===== src/logic/amsp_pkg.sv =====
package amsp_pkg;

  // ----------------------------------------------------------------
  // timing
  // ----------------------------------------------------------------
  localparam int unsigned CLK_HZ        = 10_000_000;
  localparam int unsigned COMMIT_MS     = 1000;
  localparam int unsigned BROWSE_MS     = 2000;
  localparam int unsigned NAME_MS       = 1000;
  localparam int unsigned COMMIT_CYC    = CLK_HZ / 1000 * COMMIT_MS;
  localparam int unsigned BROWSE_CYC    = CLK_HZ / 1000 * BROWSE_MS;
  localparam int unsigned NAME_CYC      = CLK_HZ / 1000 * NAME_MS;
  localparam int unsigned BLINK_CYC     = CLK_HZ / 4;

  // ----------------------------------------------------------------
  // passcode and ranges
  // ----------------------------------------------------------------
  localparam logic [15:0] PASS_CODE     = 16'h3282;
  localparam logic [8:0]  FULL_TURN_DEG = 9'h168;
  localparam logic [3:0]  DIGIT_MAX     = 4'h9;
  localparam logic [1:0]  LAST_DIGIT    = 2'h3;

  // ----------------------------------------------------------------
  // modes, display items and indications
  // ----------------------------------------------------------------
  typedef enum logic [3:0] {
    MD_AUTO     = 4'h0,
    MD_FBPOS    = 4'h1,
    MD_FB2ST    = 4'h2,
    MD_DISCRETE_OPEN_CLOSE_MODE     = 4'h3,
    MD_TOGGLE   = 4'h4,
    MD_PASS     = 4'h5,
    MD_USER     = 4'h6,
    MD_CAL      = 4'h7,
    MD_BKCAL    = 4'h8,
    MD_SETUP    = 4'h9,
    MD_OVERRIDE = 4'hA,
    MD_ERROR    = 4'hB
  } amsp_mode_t;
  localparam logic [3:0] MODE_LAST = 4'hB;

  typedef enum logic [2:0] {
    SH_MODE_NAME = 3'h0,
    SH_CANDIDATE = 3'h1,
    SH_DIGITS    = 3'h2,
    SH_INDICATE  = 3'h3,
    SH_SHAFT     = 3'h4,
    SH_STATUS    = 3'h5
  } amsp_show_t;

  typedef enum logic [1:0] {
    IND_NONE     = 2'h0,
    IND_UNLOCKED = 2'h1,
    IND_FAULT    = 2'h2,
    IND_LOCKED   = 2'h3
  } amsp_ind_t;

  typedef enum logic [1:0] {
    ST_PCT_OPEN = 2'h0,
    ST_TEMP_ACT = 2'h1,
    ST_TEMP_MAX = 2'h2,
    ST_CYCLES   = 2'h3
  } amsp_stat_t;

  // ----------------------------------------------------------------
  // carriers
  // ----------------------------------------------------------------
  typedef struct packed {
    logic modeBtn;
    logic enterBtn;
    logic knobUp;
    logic knobDown;
  } amsp_keys_t;

  typedef struct packed {
    amsp_show_t     show;
    amsp_mode_t     modeCode;
    amsp_ind_t      indication;
    amsp_stat_t     statusItem;
    logic           fahrenheit;
    logic [15:0]    digits;
    logic [3:0]     blinkDigit;
    logic           rightDot;
  } amsp_disp_t;

endpackage : amsp_pkg


===== src/logic/amsp_panel.sv =====
// Behaviour
// - mode button advances candidate, mode unchanged
// - dot lit for enterable candidate, dark if active
// - enter commits mode, dot off, submenu 1s
// - no enter in 2s: flash name 1s
// - active mode holds until new commit
// - setup modes offered only when unlocked
// - error mode offered only with system error
// - valid passcode is 3282
// - passcode: name 1s, then zeros, first blinks
// - knob steps digit, enter accepts, next blinks
// - valid code unlocks, or fault-lock on sensors
// - four enters unchanged relock, show locked
// - any wrong code locks unit
// - manual: name 1s, then raw shaft degrees
// - full turn uncalibrated, limits once calibrated
// - manual dot blinks faster with motor speed
// - auto: position from scaled loop current
// - feedback current linear with percent open
// - auto enter cycles four status items
// - knob toggles temperature unit C/F on temperature items only
// - percent open from main shaft sensor
// - loop input accepts either polarity
`timescale 1ns/1ps
`default_nettype none
module amsp_panel
  import amsp_pkg::*;
#(
  parameter int unsigned ADC_W   = 12,
  parameter int unsigned SPEED_W = 8,
  parameter int unsigned TMR_W   = 25,
  parameter int unsigned TIME_DIV = 1  // divides the browse, commit and name timer lengths; 1 keeps real time
) (
  // clock and reset
  input  wire logic               sys_clk,
  input  wire logic               reset,
  // operator keys, one-cycle pulses
  input  wire amsp_keys_t         keys,
  // system conditions
  input  wire logic               sysError,
  input  wire logic               bothSensorsFailed,
  input  wire logic               calibrated,
  // shaft and motor
  input  wire logic [8:0]         shaftDeg,
  input  wire logic [8:0]         limitLowDeg,
  input  wire logic [8:0]         limitHighDeg,
  input  wire logic               motorRunning,
  input  wire logic [SPEED_W-1:0] motorSpeed,
  // loop current, differential, signed
  input  wire logic signed [ADC_W:0] loopCurrent,
  input  wire logic [ADC_W-1:0]   loopCalLow,
  input  wire logic [ADC_W-1:0]   loopCalHigh,
  input  wire logic [6:0]         percentOpen,
  // display
  output amsp_disp_t              disp,
  // actuation
  output amsp_mode_t              activeMode,
  output logic                    unlocked,
  output logic                    jogUp,
  output logic                    jogDown,
  output logic [6:0]              positionCmd,
  output logic [ADC_W-1:0]        feedbackOut
);

  initial begin
    if (ADC_W < 8 || ADC_W > 16) $error("amsp_panel: bad ADC_W");
    if (TMR_W < $clog2(BROWSE_CYC + 1)) $error("amsp_panel: TMR_W too small");
    if (TIME_DIV < 1 || NAME_CYC / TIME_DIV < 2) $error("amsp_panel: bad TIME_DIV");
  end

  // ----------------------------------------------------------------
  // helpers
  // ----------------------------------------------------------------
  function automatic logic mode_offered(input logic [3:0] m, input logic unl,
                                        input logic err);
    if (m == MD_ERROR) return err;
    if (m >= MD_USER) return unl;
    return 1'b1;
  endfunction

  function automatic logic [3:0] next_candidate(input logic [3:0] m, input logic unl,
                                                input logic err);
    logic [3:0] c;
    c = m;
    for (int i = 0; i < 12; i++) begin
      c = (c == MODE_LAST) ? 4'h0 : c + 4'h1;
      if (mode_offered(c, unl, err)) return c;
    end
    return m;
  endfunction

  // ----------------------------------------------------------------
  // state
  // ----------------------------------------------------------------
  typedef enum logic [5:0] {
    PS_SUBMENU = 6'b00_0001,
    PS_BROWSE  = 6'b00_0010,
    PS_COMMIT  = 6'b00_0100,
    PS_FLASH   = 6'b00_1000,
    PS_DIGITS  = 6'b01_0000,
    PS_RESULT  = 6'b10_0000
  } amsp_pst_t;

  typedef struct packed {
    amsp_pst_t   phase;
    amsp_mode_t  mode;
    amsp_mode_t  cand;
    logic        unl;
    logic        nameShown;
    logic [15:0] code;
    logic [1:0]  pos;
    logic        touched;
    amsp_ind_t   ind;
    amsp_stat_t  item;
    logic        fahr;
    logic [6:0]  posCmd;
    logic [ADC_W-1:0] fbOut;
  } amsp_state_t;

  amsp_state_t state_ff;
  amsp_state_t nxt_state;

  logic             tmrLoad;
  logic [TMR_W-1:0] tmrValue;
  logic             tmrExpired;
  logic             tmrRunning;
  logic             dotBlink;

  amsp_timer #(.WIDTH(TMR_W)) u_timer (
    .sys_clk   (sys_clk),
    .reset     (reset),
    .load      (tmrLoad),
    .loadValue (tmrValue),
    .expired   (tmrExpired),
    .running   (tmrRunning)
  );

  amsp_rate_blink #(.SPEED_W(SPEED_W)) u_blink (
    .sys_clk      (sys_clk),
    .reset        (reset),
    .motorRunning (motorRunning && (state_ff.mode == MD_USER)),
    .motorSpeed   (motorSpeed),
    .dotBlink     (dotBlink)
  );

  // loop magnitude, polarity ignored
  logic [ADC_W-1:0] loopMag;
  logic [ADC_W+7:0] scaled;
  logic [ADC_W-1:0] span;
  assign loopMag = loopCurrent[ADC_W] ? ADC_W'(-loopCurrent) : loopCurrent[ADC_W-1:0];
  assign span    = (loopCalHigh > loopCalLow) ? loopCalHigh - loopCalLow : {{(ADC_W-1){1'b0}}, 1'b1};
  assign scaled  = (loopMag <= loopCalLow) ? '0 :
                   (ADC_W+8)'(((ADC_W+8)'(loopMag - loopCalLow) * (ADC_W+8)'(100)) / span);

  // ----------------------------------------------------------------
  // next state
  // ----------------------------------------------------------------
  always_comb begin
    logic [3:0] dig;
    dig       = 4'h0;
    nxt_state = state_ff;
    tmrLoad   = 1'b0;
    tmrValue  = '0;
    unique case (state_ff.phase)
      PS_SUBMENU: begin
        if (keys.modeBtn) begin
          nxt_state.cand  = amsp_mode_t'(next_candidate(state_ff.mode, state_ff.unl,
                                                         sysError));
          nxt_state.phase = PS_BROWSE;
          tmrLoad         = 1'b1;
          tmrValue        = TMR_W'(BROWSE_CYC / TIME_DIV);
        end else if (keys.enterBtn && state_ff.mode == MD_AUTO) begin
          nxt_state.item  = amsp_stat_t'(state_ff.item + 2'h1);
        end else if ((keys.knobUp || keys.knobDown) && state_ff.mode == MD_AUTO
                     && (state_ff.item == ST_TEMP_ACT || state_ff.item == ST_TEMP_MAX)) begin
          nxt_state.fahr  = !state_ff.fahr;
        end
        if (tmrExpired || !tmrRunning) nxt_state.nameShown = 1'b0;
      end
      PS_BROWSE: begin
        if (keys.modeBtn) begin
          nxt_state.cand = amsp_mode_t'(next_candidate(state_ff.cand, state_ff.unl,
                                                        sysError));
          tmrLoad        = 1'b1;
          tmrValue       = TMR_W'(BROWSE_CYC / TIME_DIV);
        end else if (keys.enterBtn) begin
          nxt_state.mode  = state_ff.cand;
          nxt_state.phase = PS_COMMIT;
          tmrLoad         = 1'b1;
          tmrValue        = TMR_W'(COMMIT_CYC / TIME_DIV);
        end else if (tmrExpired) begin
          nxt_state.phase = PS_FLASH;
          tmrLoad         = 1'b1;
          tmrValue        = TMR_W'(NAME_CYC / TIME_DIV);
        end
      end
      PS_COMMIT: begin
        if (tmrExpired) begin
          nxt_state.nameShown = 1'b1;
          nxt_state.item      = ST_PCT_OPEN;
          nxt_state.code      = 16'h0000;
          nxt_state.pos       = 2'h0;
          nxt_state.touched   = 1'b0;
          tmrLoad             = 1'b1;
          tmrValue            = TMR_W'(NAME_CYC / TIME_DIV);
          nxt_state.phase     = (state_ff.mode == MD_PASS) ? PS_DIGITS : PS_SUBMENU;
        end
      end
      PS_FLASH: begin
        if (tmrExpired) nxt_state.phase = PS_SUBMENU;
      end
      PS_DIGITS: begin
        if (tmrExpired) nxt_state.nameShown = 1'b0;
        if (!state_ff.nameShown) begin
          dig = state_ff.code[4*(3-state_ff.pos) +: 4];
          if (keys.knobUp) begin
            dig = (dig == DIGIT_MAX) ? 4'h0 : dig + 4'h1;
            nxt_state.touched = 1'b1;
          end else if (keys.knobDown) begin
            dig = (dig == 4'h0) ? DIGIT_MAX : dig - 4'h1;
            nxt_state.touched = 1'b1;
          end
          nxt_state.code[4*(3-state_ff.pos) +: 4] = dig;
          if (keys.enterBtn) begin
            if (state_ff.pos == LAST_DIGIT) begin
              nxt_state.phase = PS_RESULT;
              if (state_ff.code == PASS_CODE) begin
                nxt_state.unl = !bothSensorsFailed;
                nxt_state.ind = bothSensorsFailed ? IND_FAULT : IND_UNLOCKED;
              end else begin
                nxt_state.unl = 1'b0;
                nxt_state.ind = IND_LOCKED;
              end
            end else begin
              nxt_state.pos = state_ff.pos + 2'h1;
            end
          end
        end
      end
      PS_RESULT: begin
        if (keys.modeBtn) begin
          nxt_state.cand  = amsp_mode_t'(next_candidate(state_ff.mode, state_ff.unl,
                                                         sysError));
          nxt_state.phase = PS_BROWSE;
          tmrLoad         = 1'b1;
          tmrValue        = TMR_W'(BROWSE_CYC / TIME_DIV);
        end
      end
    endcase
    // automatic position from the loop, and feedback from percent open
    if (state_ff.mode == MD_AUTO) begin
      nxt_state.posCmd = (scaled > 20'd100) ? 7'd100 : scaled[6:0];
    end
    nxt_state.fbOut = ADC_W'(((ADC_W+8)'(percentOpen) * (ADC_W+8)'({ADC_W{1'b1}})) / 100);
  end

  always_ff @(posedge sys_clk) begin
    if (reset) begin
      state_ff       <= '0;
      state_ff.phase <= PS_SUBMENU;
      state_ff.mode  <= MD_AUTO;
      state_ff.cand  <= MD_AUTO;
      state_ff.unl   <= 1'b0;
    end else begin
      state_ff <= nxt_state;
    end
  end

  // ----------------------------------------------------------------
  // outputs
  // ----------------------------------------------------------------
  logic inUser;
  assign inUser = (state_ff.mode == MD_USER) && (state_ff.phase == PS_SUBMENU)
                  && !state_ff.nameShown;
  assign jogUp   = inUser && keys.knobUp &&
                   (!calibrated || shaftDeg < limitHighDeg) &&
                   (calibrated || shaftDeg < FULL_TURN_DEG);
  assign jogDown = inUser && keys.knobDown && (!calibrated || shaftDeg > limitLowDeg);

  always_comb begin
    disp            = '0;
    disp.modeCode   = state_ff.mode;
    disp.statusItem = state_ff.item;
    disp.fahrenheit = state_ff.fahr;
    disp.indication = state_ff.ind;
    disp.digits     = state_ff.code;
    unique case (state_ff.phase)
      PS_BROWSE: begin
        disp.show     = SH_CANDIDATE;
        disp.modeCode = state_ff.cand;
        disp.rightDot = (state_ff.cand != state_ff.mode);
      end
      PS_COMMIT, PS_FLASH: begin
        disp.show = SH_MODE_NAME;
      end
      PS_DIGITS: begin
        disp.show = state_ff.nameShown ? SH_MODE_NAME : SH_DIGITS;
        disp.blinkDigit = state_ff.nameShown ? 4'h0 : 4'b1000 >> state_ff.pos;
      end
      PS_RESULT: disp.show = SH_INDICATE;
      PS_SUBMENU: begin
        if (state_ff.nameShown) begin
          disp.show = SH_MODE_NAME;
        end else if (state_ff.mode == MD_USER) begin
          disp.show     = SH_SHAFT;
          disp.digits   = {7'h00, shaftDeg};
          disp.rightDot = dotBlink;
        end else if (state_ff.mode == MD_AUTO) begin
          disp.show   = SH_STATUS;
          disp.digits = {9'h000, percentOpen};
        end else begin
          disp.show = SH_MODE_NAME;
        end
      end
    endcase
  end

  assign activeMode  = state_ff.mode;
  assign unlocked    = state_ff.unl;
  assign positionCmd = state_ff.posCmd;
  assign feedbackOut = state_ff.fbOut;

  // ----------------------------------------------------------------
  // checks
  // ----------------------------------------------------------------
  a_browse_keeps_mode: assert property (@(posedge sys_clk) disable iff (reset)
    (state_ff.phase == PS_BROWSE && keys.modeBtn) |=> $stable(state_ff.mode))
    else $error("mode changed while browsing");
  a_dot_active_dark: assert property (@(posedge sys_clk) disable iff (reset)
    (state_ff.phase == PS_BROWSE && state_ff.cand == state_ff.mode) |-> !disp.rightDot)
    else $error("dot lit on active mode");
  a_commit_takes_cand: assert property (@(posedge sys_clk) disable iff (reset)
    (state_ff.phase == PS_BROWSE && keys.enterBtn && !keys.modeBtn)
    |=> (state_ff.mode == $past(state_ff.cand)) && !disp.rightDot)
    else $error("commit did not take candidate");
  a_flash_keeps_mode: assert property (@(posedge sys_clk) disable iff (reset)
    (state_ff.phase == PS_FLASH) |=> $stable(state_ff.mode))
    else $error("mode changed during flash");
  a_setup_needs_unlock: assert property (@(posedge sys_clk) disable iff (reset)
    (state_ff.phase == PS_BROWSE && !state_ff.unl) |->
    !(state_ff.cand inside {MD_USER, MD_CAL, MD_BKCAL, MD_SETUP, MD_OVERRIDE}))
    else $error("setup mode offered while locked");
  a_error_needs_fault: assert property (@(posedge sys_clk) disable iff (reset)
    (keys.modeBtn && !sysError && state_ff.phase != PS_DIGITS
     && state_ff.phase != PS_COMMIT && state_ff.phase != PS_FLASH)
    |=> state_ff.cand != MD_ERROR)
    else $error("error mode offered without fault");
  a_good_code_unlocks: assert property (@(posedge sys_clk) disable iff (reset)
    (state_ff.phase == PS_DIGITS && !state_ff.nameShown && keys.enterBtn && !keys.knobUp
     && !keys.knobDown && state_ff.pos == LAST_DIGIT && state_ff.code == PASS_CODE)
    |=> (state_ff.unl == !$past(bothSensorsFailed)))
    else $error("valid code did not unlock");
  a_bad_code_locks: assert property (@(posedge sys_clk) disable iff (reset)
    (state_ff.phase == PS_DIGITS && !state_ff.nameShown && keys.enterBtn
     && state_ff.pos == LAST_DIGIT && state_ff.code != PASS_CODE)
    |=> !state_ff.unl && state_ff.ind == IND_LOCKED)
    else $error("wrong code did not lock");
  a_plain_enters_lock: assert property (@(posedge sys_clk) disable iff (reset)
    (state_ff.phase == PS_DIGITS && !state_ff.nameShown && keys.enterBtn
     && state_ff.pos == LAST_DIGIT && !state_ff.touched)
    |=> !state_ff.unl && state_ff.ind == IND_LOCKED)
    else $error("plain enters did not relock");
  a_jog_within_limits: assert property (@(posedge sys_clk) disable iff (reset)
    (calibrated && shaftDeg >= limitHighDeg) |-> !jogUp)
    else $error("jog past calibrated limit");

endmodule // amsp_panel
`default_nettype wire


===== src/logic/amsp_timer.sv =====
`timescale 1ns/1ps
`default_nettype none
module amsp_timer
  import amsp_pkg::*;
#(
  parameter int unsigned WIDTH = 25
) (
  // clock and reset
  input  wire logic             sys_clk,
  input  wire logic             reset,
  // control
  input  wire logic             load,
  input  wire logic [WIDTH-1:0] loadValue,
  // status
  output logic                  expired,
  output logic                  running
);

  initial begin
    if (WIDTH < 2) $error("amsp_timer: WIDTH too small");
  end

  typedef struct packed {
    logic [WIDTH-1:0] count;
  } amsp_tmr_t;

  amsp_tmr_t state_ff;
  amsp_tmr_t nxt_state;

  always_comb begin
    nxt_state = state_ff;
    if (load) begin
      nxt_state.count = loadValue;
    end else if (state_ff.count != '0) begin
      nxt_state.count = state_ff.count - 1'b1;
    end
  end

  always_ff @(posedge sys_clk) begin
    if (reset) begin
      state_ff <= '0;
    end else begin
      state_ff <= nxt_state;
    end
  end

  // expiry is a one-cycle pulse on the last count
  assign expired = (state_ff.count == {{(WIDTH-1){1'b0}}, 1'b1});
  assign running = (state_ff.count != '0);

endmodule // amsp_timer
`default_nettype wire


===== src/logic/amsp_rate_blink.sv =====
`timescale 1ns/1ps
`default_nettype none
module amsp_rate_blink
  import amsp_pkg::*;
#(
  parameter int unsigned SPEED_W = 8
) (
  // clock and reset
  input  wire logic               sys_clk,
  input  wire logic               reset,
  // motor
  input  wire logic               motorRunning,
  input  wire logic [SPEED_W-1:0] motorSpeed,
  // indicator
  output logic                    dotBlink
);

  initial begin
    if (SPEED_W < 1 || SPEED_W > 16) $error("amsp_rate_blink: bad SPEED_W");
  end

  typedef struct packed {
    logic [24:0] phase;
    logic        dot;
  } amsp_blk_t;

  amsp_blk_t state_ff;
  amsp_blk_t nxt_state;
  logic [24:0] step;

  // the phase advances faster with speed, so the blink rate tracks the motor
  assign step = 25'(motorSpeed) + 25'h000_0001;

  always_comb begin
    nxt_state = state_ff;
    if (!motorRunning) begin
      nxt_state.phase = '0;
      nxt_state.dot   = 1'b0;
    end else if (state_ff.phase + step >= 25'(BLINK_CYC)) begin
      nxt_state.phase = '0;
      nxt_state.dot   = !state_ff.dot;
    end else begin
      nxt_state.phase = state_ff.phase + step;
    end
  end

  always_ff @(posedge sys_clk) begin
    if (reset) begin
      state_ff <= '0;
    end else begin
      state_ff <= nxt_state;
    end
  end

  assign dotBlink = state_ff.dot;

endmodule // amsp_rate_blink
`default_nettype wire


===== config.mk =====
export PLATFORM = sky130hd
export DESIGN_NAME = amsp_panel
export DESIGN_NICKNAME = d
export VERILOG_FILES = /design/src/logic/amsp_pkg.sv /design/src/logic/amsp_panel.sv /design/src/logic/amsp_timer.sv /design/src/logic/amsp_rate_blink.sv
export SDC_FILE = /design/constraint.sdc
export NUM_CORES = 1
export LEC_CHECK = 0
export BUFFER_PORTS_ARGS = -buffer_cell sky130_fd_sc_hd__buf_4
export CORE_MARGIN = 2
export CORE_UTILIZATION = 40
export DETAILED_ROUTE_END_ITERATION = 16
export GPL_TIMING_DRIVEN = 0
export PLACE_DENSITY = 0.69
export SYNTH_ARGS = -nofsm -noshare
export SYNTH_HDL_FRONTEND = slang
export SYNTH_SLANG_ARGS = --single-unit
export TNS_END_PERCENT = 20

===== constraint.sdc =====
create_clock -name sys_clk -period 56.7 [get_ports sys_clk]
set_clock_uncertainty 0.05 [all_clocks]
set_input_delay 2.835 -clock sys_clk [delete_from_list [all_inputs] [get_ports sys_clk]]
set_output_delay 2.835 -clock sys_clk [all_outputs]
set_load 0.05 [all_outputs]

==> After elaboration in Yosys (flattened, before gate mapping) <==
Index checks and enable logic that the tools add are counted.
{ "op_classes": {"order_cmp": 31, "n_addsub": 36, "reduce_logical": 44, "shifts": 4, "n_mul": 2, "n_div": 2, "muxes": 1655, "bitwise": 4, "eq_ne": 58} }
{ "op_table": {"columns": ["cell", "n"], "rows": [
  ["1-bit 2-to-1 mux", 1424],
  ["4-bit 2-to-1 mux", 182],
  ["25-bit 2-to-1 mux", 5],
  ["4-bit equality test (second input constant)", 27],
  ["4-bit by 1-bit adder with 4-bit output (second input constant)", 25],
  ["4-bit by 3-bit >= comparator with 1-bit output (second input constant)", 24],
  ["25-bit one-hot mux with 3 select lines", 1],
  ["16-bit 2-to-1 mux", 4],
  ["6-bit 2-to-1 mux", 8],
  ["20-bit 2-to-1 mux", 2],
  ["19-bit one-hot mux with 2 select lines", 1],
  ["32-bit negator with 34-bit output", 1],
  ["4-bit by 34-bit variable shift with 16-bit output (first input constant)", 1],
  ["4-bit by 34-bit indexed part select with 16-bit output", 1],
  ["16-bit by 33-bit indexed part select with 4-bit output", 1],
  ["19-bit by 7-bit divider with 32-bit output (second input constant)", 1],
  ["2-bit != test (second input constant)", 15],
  ["6-bit one-hot mux with 5 select lines", 1],
  ["25-bit adder", 1],
  ["25-bit by 1-bit equality test with 1-bit output (second input constant)", 1],
  ["25-bit by 22-bit >= comparator with 1-bit output (second input constant)", 1],
  ["25-bit nonzero test", 1],
  ["25-bit by 1-bit subtractor with 25-bit output (second input constant)", 1],
  ["12-bit 2-to-1 mux", 2],
  ["56 further kinds", 105]
]} }
{ "word_totals": {"out_inout_bits": 59, "reg_bits": 109} }

==> Longest topological paths before layout <==
{ "depth": {"word_depth": 415, "mapped_depth": 304} }

==> Modules after synthesis <==
From an unflattened synthesis, not the netlist that was laid out.
{ "hier_totals": {"hier_cells": 3710, "area_unflattened_um2": 26530.4} }
{ "modules_own_cells": {"columns": ["mod", "seq_area_each_um2", "area_each_um2", "cells_per_inst", "instances"], "rows": [
  ["amsp_panel", 1161.1, 23289.8, 3328, 1],
  ["amsp_rate_blink", 520.5, 1801.7, 201, 1],
  ["amsp_timer", 500.5, 1438.9, 181, 1]
]} }

==> Worst setup path before layout <==
No wires, ideal clock.
{ "synth_path": {"path_type": "input -> register", "start": "input loopCurrent[0]", "end": "register state_ff, in the netlist positionCmd[0]", "setup_slack_ns": 0.981, "path_buffers": 15, "required_ns": 56.513, "path_stages": 300, "arrival_time_ns": 55.532, "path_cell_list": "inv_1 -> ha_1 -> nand2_1 -> o21ai_0 -> ha_1 -> a21o_1 -> a21o_1 -> a21oi_1 -> nor2_1 -> o21ai_0 -> nand2b_1 -> a21o_1 -> xnor2_1 -> inv_1 -> ha_1 -> ha_1 -> inv_1 -> fa_1 -> (+264 left out) -> clkbuf_1 -> nor2_1 -> a21oi_1 -> ha_1 -> a21oi_1 -> nor2b_1 -> o21ai_0 -> nand2b_1 -> a21oi_1 -> nor2b_1 -> o21ai_0 -> nand2b_1 -> a221oi_1 -> o21ai_0 -> or3b_2 -> a211o_1 -> a221oi_1 -> a311oi_1"} }
{ "synth_via": {"elab_chain_cells": 8} }
{ "synth_rtl": {"columns": ["item", "line", "rtl"], "rows": [
  ["from (decl)", "amsp_panel.sv:50", "input wire logic signed [ADC_W:0] loopCurrent,"],
  ["12-bit negator", "amsp_panel.sv:150", "assign loopMag = loopCurrent[ADC_W] ? ADC_W'(-loopCurrent) : loopCurrent[ADC_W-1:0];"],
  ["12-bit 2-to-1 mux *", "amsp_panel.sv:150", null],
  ["12-bit by 12-bit subtractor with 13-bit output", "amsp_panel.sv:153", "(ADC_W+8)'(((ADC_W+8)'(loopMag - loopCalLow) * (ADC_W+8)'(100)) / span);"],
  ["20-bit by 5-bit multiplier with 18-bit output", "amsp_panel.sv:153", null],
  ["20-bit by 12-bit divider with 20-bit output", "amsp_panel.sv:153", null],
  ["20-bit 2-to-1 mux *", "amsp_panel.sv:152", "assign scaled = (loopMag <= loopCalLow) ? '0 :"],
  ["20-bit by 7-bit > comparator with 1-bit output", "amsp_panel.sv:252", "nxt_state.posCmd = (scaled > 20'd100) ? 7'd100 : scaled[6:0];"],
  ["7-bit 2-to-1 mux *", "amsp_panel.sv:252", null],
  ["to (signal assigned)", "amsp_panel.sv:265", "state_ff <= nxt_state;"],
  ["to (decl)", "amsp_panel.sv:120", "amsp_state_t state_ff;"]
]} }
Mark *: on every way between the ends. The rest lies on a longest branch, timed or not.
A chain may end at the register's enable or synchronous reset.

==> Worst setup path after layout <==
{ "layout_path": {"start": "input loopCurrent[1]", "end": "register state_ff, in the netlist positionCmd[0]"} }
The elaborated chain is that of the path after synthesis.

==> qor.yml <==
synth_simple_gate_area_share_pct: 26.2
synth-edff-count: 0
start_util_pct: 40.5
r2r-start: "state_ff[45]$_SDFFE_PP0P_"
final_area_um2: 30300
grt_max_degree: 23
placed_area_um2: 27700
clock-root-buffer: "clkbuf_16"
antenna_found_initial: 0
ys_seq_elements: 109
cpMostUsedCell: "o21a_1"
yosysWarnings: 0
cts_hold_buf: 0
synth_adder_area_share_pct: 19.2
synthDominantCellAreaShare_pct: 16.0
cpPeakStageDelay_ns: 0.52
n_antenna_cell: 0
start_kind: "input pin"
wirelength_um: 81900
dp_slack_ns: -8.97
finalHoldViolations: 0
firstDrtPassIters: 7
cts_buffers: 9
crit_required_ns: 56.89
drv_cap: 0
grt_pass1_vias: 25349
worstHoldEndpoint: "positionCmd[4]$_SDFFE_PP0P_"
hold_path.class: "flip-flop to flip-flop"
die_area_um2: 66000
clk_pin_slew_ns: 0.09
nets: 4363
status: "complete, no violations"
slew_violations: 0
synth_compound_area_share_pct: 29.4
chipHeight_um: 257
r2r_setup_slack_ns: 46.33
syn_area_um2: 25600
worstHoldStart: "positionCmd[4]$_SDFFE_PP0P_"
fin_ws_ns: 1.87
rsz0062_at_grt: "true"
vias: 28189
fmax_mhz: 18.2
dp_hpwl_um: 62800
syn_to_final_growth_pct: 18.6
reg2reg_depth: 35
htree_num_levels: 3
track_usage_pct: 23.1
die_w_um: 257
insertion_delay_ns: 0.37
clk_path_buf_depth: 2
avgSynthCellArea_um2: 7.11
drtIter0Drc: 2521
core_um2: 63200
rr_endpoint: "state_ff[46]$_SDFFE_PP0P_"
final_antenna_net_count: 0
finalCriticalPeriod_ns: 54.83
cp_max_fo: 10
tightest_slew_ns: 1.41
end_kind: "flip-flop"
async_flop_share_pct: 0
ys_types: 115
path_class: "input pin to flip-flop"
holdPathStages: 2
cts_tree: "built"
crit_path_top_delay_cell: "fa_1"
ys_seq_area_share_pct: 8.53
synthesis.instances: 3596
avgRoutedWirePerCell_um: 17.2
gp_congestion: 0.989
synth_top_family_by_area: "compound AO/OA/AOI/OAI gates"
synth_top_area_cell: "ha_1"
finalCritPeriodShare_pct: 96.7
maxSlewHeadroom_pct: 6.02
cts.sinks: 109
setup_viol: 0
synthMuxAreaShare_pct: 4.34
drive_above_1_share_pct: 16.6
rows: 92
ioPinCount: 148
grt_first_pass_wirelength_um: 128000
arrival_ns: 55.03
grt_overflow: 0
synth-xor-area-share_pct: 6.94
drc: 0
viasPerCell: 5.92
synthTopCellsByArea: "ha_1 16%, dfxtp_1 8.5%, nor2_1 5.9%"
io_buffers: 143
synthFlopType: "dfxtp_1"
-- per-layer routing --
layer	global-route usage (%)	wire length, um	vias to the layer above
li1	-	-	13854
met1	31.6	37100	13152
met2	37.9	37000	1047
met3	2.31	5360	136
met4	7.48	2390	0
met5	0	0	-
-- sequential cells by signal (all words and copies together) (netlist names) --
name	flops
activeMode	4
disp	5
feedbackOut	12
positionCmd	7
state_ff	29
u_blink.dotBlink	1
u_blink.state_ff	25
u_timer.state_ff	25
unlocked	1
-- repair_timing --
| item | 4_1_cts | 5_1_grt |
|---|---|---|
| endpoints found under the hold margin | 0 | 0 |
| gates resized for setup | 107 | 185 |
| cloned | 0 | 2 |
| pin swaps | 19 | 125 |
| setup endpoints to repair | 7 | 2 |
| setup buffers | 28 | 129 |
-- worst max-delay path by stage --
stage / start / to
after floorplan: loopCurrent[0] / positionCmd[0]$_SDFFE_PP0P_
after global placement: loopCurrent[12] / positionCmd[0]$_SDFFE_PP0P_
after CTS: loopCurrent[1] / positionCmd[0]$_SDFFE_PP0P_
after global routing: loopCurrent[1] / positionCmd[0]$_SDFFE_PP0P_
after detailed placement: loopCurrent[12] / positionCmd[0]$_SDFFE_PP0P_
final: loopCurrent[1] / positionCmd[0]$_SDFFE_PP0P_
-- worst max-delay path: cells and delay by family --
kind,cells,cell delay [ns]
and+or+nand+nor,59,7.54
AOI/OAI and AO/OA,163,29.72
xor gates and xnor gates,2,0.46
buffers and inverters,30,3.93
adders and majority gates,26,7.74
muxes,10,2.71
-- cell usage in the layout, fill, tap and decap left out, types with 47 or more instances in the layout --
master and count:
nand2b_1 70, inv_1 197, a21o_1 56, a21oi_1 233
o21ai_0 157, nor3_1 192, buf_4 330, o31ai_1 59
nand3_1 84, clkbuf_1 64, nand2_1 278, o21a_1 136
mux2i_1 47, nor2_1 385, xnor2_1 125, dfxtp_1 109
xor2_1 57, ha_1 312
-- cell usage after synthesis, types with 44 or more instances --
cell type  instances
nor2_1           404
mux2_2            44
nand2b_1          72
inv_1            202
ha_1             328
nand3_1           85
dfxtp_1          109
nor3_1           195
xor2_1            62
nand2_1          281
xnor2_1          132
o21a_1           136
o21ai_0          192
clkbuf_1          83
a21oi_1          269
o31ai_1           62
mux2i_1           51
nor2b_1           45
a31oi_1           44
a21o_1            56
-- per-stage QoR --
| step | utilization [%] | cells | TNS [ns] | hold WS [ns] |
|---|---|---|---|---|
| final | 48.0 | 4760 | 0 | 0.423 |
| after global routing | 48.0 | 4760 | -0.719 | 0.447 |
| after CTS | 45.3 | 4629 | 0 | 0.431 |
| after detailed placement | 43.9 | 4587 | -30.77 | 0.420 |
| after global placement | 43.9 | 4587 | -26.67 | 0.401 |
| after floorplan | - | 3598 | 0 | 0.386 |
-- logic make-up (layout without fill, tap and decap cells) --
logic type,count (synthesis),in the layout
compound gates,1114,1114
mux,100,100
buf+inv,331,647
flops,109,109
fa+ha+maj,371,371
xor+xnor,198,198
simple gates,1372,1372
other cells,1,3
-- area by class of cell --
class	instances	area [um2]
tap	846	1060
inverter	203	766
fill	6293	32900
buffer	126	746
clock buffer	10	239
sequential	109	2180
clock inverter	6	60.1
multi-input combinational	3158	23000
timing repair buffer	302	2300
Power is not shown: default switching activity piles up to over one toggle a cycle in this logic, so the estimate is an artifact.
